File: config.mk
export PLATFORM = sky130hd
export DESIGN_NAME = osc_select_sysclk_ctrl
export DESIGN_NICKNAME = d
export VERILOG_FILES = /design/src/osc_select_sysclk_ctrl.v
export VERILOG_INCLUDE_DIRS = /design/src
export SDC_FILE = /design/constraint.sdc
export NUM_CORES = 1
export LEC_CHECK = 0
export BUFFER_PORTS_ARGS = -buffer_cell sky130_fd_sc_hd__buf_2
export CELL_PAD_IN_SITES_DETAIL_PLACEMENT = 1
export CELL_PAD_IN_SITES_GLOBAL_PLACEMENT = 1
export CORE_UTILIZATION = 40
export CTS_CLUSTER_SIZE = 30
export DETAILED_ROUTE_END_ITERATION = 10
export HOLD_SLACK_MARGIN = 0.15
export PLACE_DENSITY_LB_ADDON = 0.05
export REMOVE_ABC_BUFFERS = 1
export SYNTH_ARGS = -nofsm -noshare
export SYNTH_HDL_FRONTEND = slang
export SYNTH_SLANG_ARGS = --single-unit
File: constraint.sdc
create_clock -name ref_clk -period 3.4 [get_ports ref_clk]
set_clock_uncertainty 0.2 [all_clocks]
set_input_delay 0 -clock ref_clk [delete_from_list [all_inputs] [get_ports ref_clk]]
set_output_delay 0 -clock ref_clk [all_outputs]
set_load 0.05 [all_outputs]
File: src/clk_ctrl_consts.vh
// clk_ctrl_consts.vh: constants for the oscillator select and system clock
// control block; assumes a 25 MHz ref_clk and software-driven control ports.
// How it works
// - each oscillator has its own enable bit
// - software picks any oscillator as system clock
// - slow rc enabled after boot, fast rc too unless directive 6
// - trim register adjusts fast rc frequency
// - 34h/14h/3Ch give fast rc div 2/4/8
// - 1Ch and 7Ch give fast rc div 16/32
// - E4h selects slow rc undivided
// - calibrated boot loads mode, watchdog off, pin input
// - calibration disabled leaves mode and trim unchanged
// - calibration result kept, never rerun at boot
// - held in reset, then fast or normal delay
// - normal delay 55 ms, fast delay 820 us
// - clock follows new mode write at the end of a high phase
`ifndef CLK_CTRL_CONSTS_VH
`define CLK_CTRL_CONSTS_VH

// ----------------------------------------
// enable bit positions
// ----------------------------------------
`define XTAL_EN_BIT      7
`define FAST_RC_EN_BIT   4
`define SLOW_RC_EN_BIT   2

// ----------------------------------------
// clock mode encodings
// ----------------------------------------
`define MODE_FAST_DIV2   8'h34
`define MODE_FAST_DIV4   8'h14
`define MODE_FAST_DIV8   8'h3C
`define MODE_FAST_DIV16  8'h1C
`define MODE_FAST_DIV32  8'h7C
`define MODE_SLOW_DIV1   8'hE4
`define MODE_XTAL_DIV1   8'hB4

// ----------------------------------------
// reset values
// ----------------------------------------
`define MODE_RESET       8'hF4
`define XTAL_CTRL_RESET  8'h00
`define TRIM_RESET       8'h80

// ----------------------------------------
// boot delay (times in ns, 25 MHz clock)
// ----------------------------------------
`define CLK_PERIOD_NS    40
`define BOOT_NORMAL_NS   55000000
`define BOOT_FAST_NS     820000
`define BOOT_NORMAL_CYC  (`BOOT_NORMAL_NS / `CLK_PERIOD_NS)
`define BOOT_FAST_CYC    (`BOOT_FAST_NS / `CLK_PERIOD_NS)

`endif

File: src/osc_select_sysclk_ctrl.v
// osc_select_sysclk_ctrl.v: boot sequencer, oscillator enables and glitch
// free system clock selection; oscillator clocks arrive as pins and are
// sampled into ref_clk, which must be faster than any of them.
`timescale 1ns/1ps
`include "clk_ctrl_consts.vh"

module osc_select_sysclk_ctrl #(
    parameter [31:0] BOOT_NORMAL_CYCLES = `BOOT_NORMAL_CYC,
    parameter [31:0] BOOT_FAST_CYCLES   = `BOOT_FAST_CYC
) (
    input  wire       ref_clk,
    input  wire       rst_b,
    input  wire       fast_boot_sel,
    input  wire [2:0] calibration_directive,
    input  wire [7:0] cal_trim_value,
    input  wire       mode_wr,
    input  wire [7:0] mode_wdata,
    input  wire       xtal_ctrl_wr,
    input  wire [7:0] xtal_ctrl_wdata,
    input  wire       trim_wr,
    input  wire [7:0] trim_wdata,
    input  wire       external_crystal_osc,
    input  wire       fast_internal_rc,
    input  wire       slow_internal_rc,
    output reg        boot_done_ff,
    output reg  [7:0] mode_ff,
    output reg  [7:0] xtal_ctrl_ff,
    output reg  [7:0] trim_ff,
    output reg        xtal_run_ff,
    output reg        fast_rc_run_ff,
    output reg        slow_rc_run_ff,
    output reg        watchdog_en_ff,
    output reg        port_a_pin_five_oe_ff,
    output reg        sys_clk_ff,
    output reg  [1:0] src_sel_ff
);

// ----------------------------------------
// boot sequencer
// ----------------------------------------
localparam ST_RESET = 2'b00;
localparam ST_WAIT  = 2'b01;
localparam ST_RUN   = 2'b10;
// calibration_directive: 0 disabled, 1..5 fast div 2..32, 6 slow rc
localparam [2:0] CAL_OFF = 3'h0;

reg  [1:0]  state_ff;
reg  [1:0]  nxt_state;
reg  [31:0] boot_cnt_ff;
reg  [31:0] nxt_boot_cnt;
reg         fast_boot_ff;
reg  [7:0]  cal_mode;

always @*
begin
    case (calibration_directive)
        3'h1:    cal_mode = `MODE_FAST_DIV2;
        3'h2:    cal_mode = `MODE_FAST_DIV4;
        3'h3:    cal_mode = `MODE_FAST_DIV8;
        3'h4:    cal_mode = `MODE_FAST_DIV16;
        3'h5:    cal_mode = `MODE_FAST_DIV32;
        3'h6:    cal_mode = `MODE_SLOW_DIV1;
        default: cal_mode = mode_ff;
    endcase
end

always @*
begin
    nxt_state    = state_ff;
    nxt_boot_cnt = boot_cnt_ff;
    case (state_ff)
        ST_RESET:
        begin
            nxt_state    = ST_WAIT;
            nxt_boot_cnt = 32'h0000_0000;
        end
        ST_WAIT:
        begin
            nxt_boot_cnt = boot_cnt_ff + 32'h0000_0001;
            if (boot_cnt_ff >= (fast_boot_ff ? BOOT_FAST_CYCLES - 32'h1
                                : BOOT_NORMAL_CYCLES - 32'h1))
                nxt_state = ST_RUN;
        end
        ST_RUN:  nxt_state = ST_RUN;
        default: nxt_state = ST_RESET;
    endcase
end

always @(posedge ref_clk)
begin
    if (!rst_b)
    begin
        state_ff     <= ST_RESET;
        boot_cnt_ff  <= 32'h0000_0000;
        fast_boot_ff <= 1'b0;
        boot_done_ff <= 1'b0;
    end
    else
    begin
        state_ff     <= nxt_state;
        boot_cnt_ff  <= nxt_boot_cnt;
        if (state_ff == ST_RESET)
            fast_boot_ff <= fast_boot_sel;    // strap caught after release
        boot_done_ff <= (nxt_state == ST_RUN);
    end
end

wire boot_end = (state_ff == ST_WAIT) && (nxt_state == ST_RUN);

// ----------------------------------------
// control registers
// ----------------------------------------
// the trim value is taken from the programmed result each calibrated boot; no
// calibration runs on silicon, so an unchanged trim means uncalibrated
reg  [7:0]  nxt_mode;
reg  [7:0]  nxt_xtal_ctrl;
reg  [7:0]  nxt_trim;
reg         nxt_watchdog_en;
wire        cal_on = (calibration_directive != CAL_OFF);

// one next value per register keeps the forced enable bits in one place
always @*
begin
    nxt_mode        = mode_ff;
    nxt_xtal_ctrl   = xtal_ctrl_ff;
    nxt_trim        = trim_ff;
    nxt_watchdog_en = watchdog_en_ff;
    if (boot_end)
    begin
        if (cal_on)
        begin
            nxt_mode        = cal_mode;
            nxt_trim        = cal_trim_value;
            nxt_watchdog_en = 1'b0;
        end
        else
            nxt_mode = mode_ff;
        nxt_mode[`SLOW_RC_EN_BIT] = 1'b1;
        if (calibration_directive != 3'h6)
            nxt_mode[`FAST_RC_EN_BIT] = 1'b1;
    end
    else if (state_ff == ST_RUN)
    begin
        if (mode_wr)
            nxt_mode = mode_wdata;
        if (xtal_ctrl_wr)
            nxt_xtal_ctrl = xtal_ctrl_wdata;
        if (trim_wr)
            nxt_trim = trim_wdata;
    end
end

always @(posedge ref_clk)
begin
    if (!rst_b)
    begin
        mode_ff               <= `MODE_RESET;
        xtal_ctrl_ff          <= `XTAL_CTRL_RESET;
        trim_ff               <= `TRIM_RESET;
        watchdog_en_ff        <= 1'b1;
        port_a_pin_five_oe_ff <= 1'b0;
    end
    else
    begin
        mode_ff               <= nxt_mode;
        xtal_ctrl_ff          <= nxt_xtal_ctrl;
        trim_ff               <= nxt_trim;
        watchdog_en_ff        <= nxt_watchdog_en;
        port_a_pin_five_oe_ff <= 1'b0;
    end
end

// ----------------------------------------
// source decode
// ----------------------------------------
localparam [1:0] SRC_FAST = 2'd0;
localparam [1:0] SRC_SLOW = 2'd1;
localparam [1:0] SRC_XTAL = 2'd2;

reg [1:0] tgt_src;
reg [5:0] tgt_div;   // all-ones mask: source edges per half period minus one

always @*
begin
    tgt_src = SRC_FAST;
    tgt_div = 6'd0;
    case (mode_ff)
        `MODE_FAST_DIV2:  tgt_div = 6'd1;
        `MODE_FAST_DIV4:  tgt_div = 6'd3;
        `MODE_FAST_DIV8:  tgt_div = 6'd7;
        `MODE_FAST_DIV16: tgt_div = 6'd15;
        `MODE_FAST_DIV32: tgt_div = 6'd31;
        `MODE_SLOW_DIV1:  tgt_src = SRC_SLOW;
        `MODE_XTAL_DIV1:  tgt_src = SRC_XTAL;
        default:          tgt_src = SRC_SLOW;
    endcase
end

// ----------------------------------------
// oscillator run control
// ----------------------------------------
always @(posedge ref_clk)
begin
    if (!rst_b)
    begin
        xtal_run_ff    <= 1'b0;
        fast_rc_run_ff <= 1'b0;
        slow_rc_run_ff <= 1'b0;
    end
    else
    begin
        // selected source kept alive even if its enable drops
        xtal_run_ff    <= xtal_ctrl_ff[`XTAL_EN_BIT] ||
                          (src_sel_ff == SRC_XTAL);
        fast_rc_run_ff <= mode_ff[`FAST_RC_EN_BIT] ||
                          (src_sel_ff == SRC_FAST);
        slow_rc_run_ff <= mode_ff[`SLOW_RC_EN_BIT] ||
                          (src_sel_ff == SRC_SLOW);
    end
end

// ----------------------------------------
// oscillator sampling and edge detect
// ----------------------------------------
reg [2:0] osc_s1_ff;
reg [2:0] osc_s2_ff;
reg [2:0] osc_s3_ff;

always @(posedge ref_clk)
begin
    if (!rst_b)
    begin
        osc_s1_ff <= 3'h0;
        osc_s2_ff <= 3'h0;
        osc_s3_ff <= 3'h0;
    end
    else
    begin
        osc_s1_ff <= {external_crystal_osc, slow_internal_rc,
                      fast_internal_rc};
        osc_s2_ff <= osc_s1_ff;
        osc_s3_ff <= osc_s2_ff;
    end
end

// both source edges count, so divide-by-one follows the source itself
wire [2:0] osc_edge = osc_s2_ff ^ osc_s3_ff;

// ----------------------------------------
// glitch free divider and switch
// ----------------------------------------
// output only toggles on source edges at divider wrap, and a switch waits
// for the end of a high phase so no runt high pulse is produced
reg  [5:0] div_cnt_ff;
reg  [5:0] div_ff;
reg  [5:0] nxt_div_cnt;
reg  [5:0] nxt_div;
reg  [1:0] nxt_src_sel;
reg        nxt_sys_clk;
wire       src_edge = osc_edge[src_sel_ff];
wire       wrap     = (div_cnt_ff >= div_ff);
wire       retarget = (tgt_src != src_sel_ff) || (tgt_div != div_ff);

always @*
begin
    nxt_div_cnt = div_cnt_ff;
    nxt_div     = div_ff;
    nxt_src_sel = src_sel_ff;
    nxt_sys_clk = sys_clk_ff;
    if (src_edge)
    begin
        if (wrap)
        begin
            nxt_div_cnt = 6'h00;
            if (sys_clk_ff && retarget)
            begin
                nxt_sys_clk = 1'b0;
                nxt_src_sel = tgt_src;
                nxt_div     = tgt_div;
            end
            else
                nxt_sys_clk = ~sys_clk_ff;
        end
        else
            nxt_div_cnt = div_cnt_ff + 6'h01;
    end
end

always @(posedge ref_clk)
begin
    if (!rst_b)
    begin
        div_cnt_ff <= 6'h00;
        div_ff     <= 6'h00;
        src_sel_ff <= SRC_SLOW;
        sys_clk_ff <= 1'b0;
    end
    else
    begin
        div_cnt_ff <= nxt_div_cnt;
        div_ff     <= nxt_div;
        src_sel_ff <= nxt_src_sel;
        sys_clk_ff <= nxt_sys_clk;
    end
end
// software keeps the old source enabled; run logic also holds it

endmodule // osc_select_sysclk_ctrl

==> qor.yml <==
period_needed_ns: 3.23
path_max_fanout: 18
synthFlopType: "dfxtp_1"
place_area_sq_um: 4770
yosys-top-cells-count: "dfxtp_1 (87), nor2_1 (49), nand2_1 (48)"
port_buffers: 75
synth_edf_count: 0
clock_latency_ns: 0.37
antenna_found_initial: 0
synth_area_per_cell_sq_um: 8.80
slew_viol_final: 0
tightest_slew_ns: 1.14
drt-initial-drc-count: 113
hp-class: "input port to flop"
end_kind: "flop"
synth-seq-cells: 87
drv_cap: 0
gp_congestion: 0.724
synthCells: 489
worstPathArrival_ns: 3.35
drive_gt1_share_pct: 17.4
clock.fmax_mhz: 310
ir_drop_mv: 0.186
grt.total_usage_pct: 24.8
status: "complete, no violations"
grt_pass1_vias: 4431
via_count: 4143
cts_buffers: 9
yosysMostFrequentCell: "dfxtp_1"
finalHoldViolCount: 0
die_y_um: 106
floorplan.rows: 37
fin_crit_sh_pct: 94.9
relSlewSlack_pct: 23.8
syn-cell-area_sq_um: 4300
drcViolationCount: 0
max-clock-path-buffers: 2
crit_type: "flop to flop"
startpoint: "fast_boot_ff"
initial_utilization_pct: 41.5
synth_top_area_share_pct: 40.5
clk_pin_slew_worst_paths_ns: 0.09
rsz0062_at_grt: "false"
io_pins: 77
worst_slack_ns: 0.174
grt_pass1_wl_um: 21900
cts_tree: "done"
drtAntennaViolNets: 0
yosysTopAreaCell: "dfxtp_1"
cts_max_level: 3
area_growth_pct: 33.6
finalWirelength_um: 13100
overflow: 0
fin_nets: 693
die_w_um: 106
yosysWarnings: 0
drt-wirelength-per-cell_um: 16.9
powerDensity_nw_per_um2: 336
start_kind: "flop"
root_buffer: "clkbuf_8"
vias_per_cell: 5.35
p_leak_nw: 2.38
hpwl_um: 7950
final.setup.tns_ns: 0
synth.distinct_cells: 63
fp.coreArea_sq_um: 10400
synth-seq-area-share_pct: 40.5
fin_area_sq_um: 5750
crit_required_ns: 3.52
ys_async_sr_fraction_pct: 0
pre_cts_ws_ns: 0.450
clock_sinks: 87
synth_area_leaders: "dfxtp_1 (40%), ha_1 (4.4%), nor2_1 (4.3%)"
drt_pass1_iterations: 4
antenna_cells: 0
postCtsSetupRepairBufs: 0
grt_max_degree: 34
hp-start: "calibration_directive[1]"
die_area_sq_um: 11200
reg2reg_from: "fast_boot_ff"
setup_viol: 0
==> through the flow <==
stage	utilization [%]	power, W	hold slack, ns	instances
finish	55.4	0.00193	0.212	775
global route	55.4	0.00201	0.247	775
CTS	55.3	0.00195	0.237	775
detailed placement	46.0	0.00117	0.0121	682
global placement	46.0	0.00117	0.00530	682
floorplan	-	0.00112	-0.138	466
==> registers in the layout (all words and copies together), names as in the netlist, 2 cells and up <==
| name | cells |
|---|---|
| boot_cnt_ff | 32 |
| trim_ff | 8 |
| div_ff | 5 |
| state_ff | 2 |
| mode_ff | 8 |
| osc_s1_ff | 3 |
| div_cnt_ff | 6 |
| osc_s3_ff | 3 |
| src_sel_ff | 2 |
| xtal_ctrl_ff | 8 |
| osc_s2_ff | 3 |
==> critical path, stage by stage (launching register included) <==
cell           delay [ns]
dfxtp_2              0.43
ha_1                 0.27
a211o_1              0.33
a2111oi_4            0.41
o22ai_2              0.13
o31ai_2              0.21
buf_6                0.25
o31ai_4              0.14
o221ai_1             0.21
dlygate4sd3_1        0.58
==> cell families (layout without fill, tap and decap cells) <==
logic type	Yosys count	count (layout)	synth area share, %
AOI/OAI and AO/OA	92	92	15.4
muxes	16	16	3.72
adders and majority gates	15	15	4.36
xor gates and xnor gates	36	36	7.33
and+or+nand+nor	199	199	24.1
DFF	87	87	40.5
other	1	1	0.0872
buffers and inverters	43	193	4.48
==> report_power, final <==
| part | leakage (nW) | switching (W) | internal [W] |
|---|---|---|---|
| registers | 0.705 | 0.00000857 | 0.00103 |
| logic | 1.59 | 0.0000804 | 0.0000811 |
| clock network | 0.0936 | 0.000373 | 0.000360 |
==> layer usage <==
layer	vias up	global-route usage [%]	part of all wire (%)
met5	-	0	0
met4	0	12.7	3.4
met3	33	4.45	2.9
met2	80	45.1	53
met1	2008	27.5	41
li1	2022	-	-
==> worst paths after layout <==
check	slack, ns	depth (start not counted)	end
min	0.21	4	mode_ff[3]
max	0.17	9	mode_ff[7]
min reg2reg	0.24	1	osc_s2_ff[2]
max reg2reg	0.17	9	mode_ff[7]
==> final cells by class <==
| class | count | area [sq um] |
|---|---|---|
| inverter | 20 | 75.1 |
| fill | 1241 | 4620 |
| sequential | 87 | 1740 |
| tap | 136 | 170 |
| multi-input combinational | 359 | 2380 |
| timing repair buffer | 157 | 1190 |
| clock buffer | 13 | 149 |
| clock inverter | 3 | 42.5 |
==> cells in the final DEF, fill, tap and decap left out, types with 13 or more instances in the layout <==
cell type	count
nand2_1	48
nand3_1	26
dfxtp_1	86
inv_1	20
xor2_1	20
xnor2_1	16
buf_2	75
dlygate4sd3_1	77
a21oi_1	28
a211oi_1	17
mux2i_1	16
nor2_1	49
ha_1	15
and2_1	13
==> timing repair <==
item,CTS,global route
endpoints found under the setup margin,0,7
hold endpoints to repair,45,0
hold buffers,77,0
resized for setup,0,3
Power figures use the tool's default switching activity.
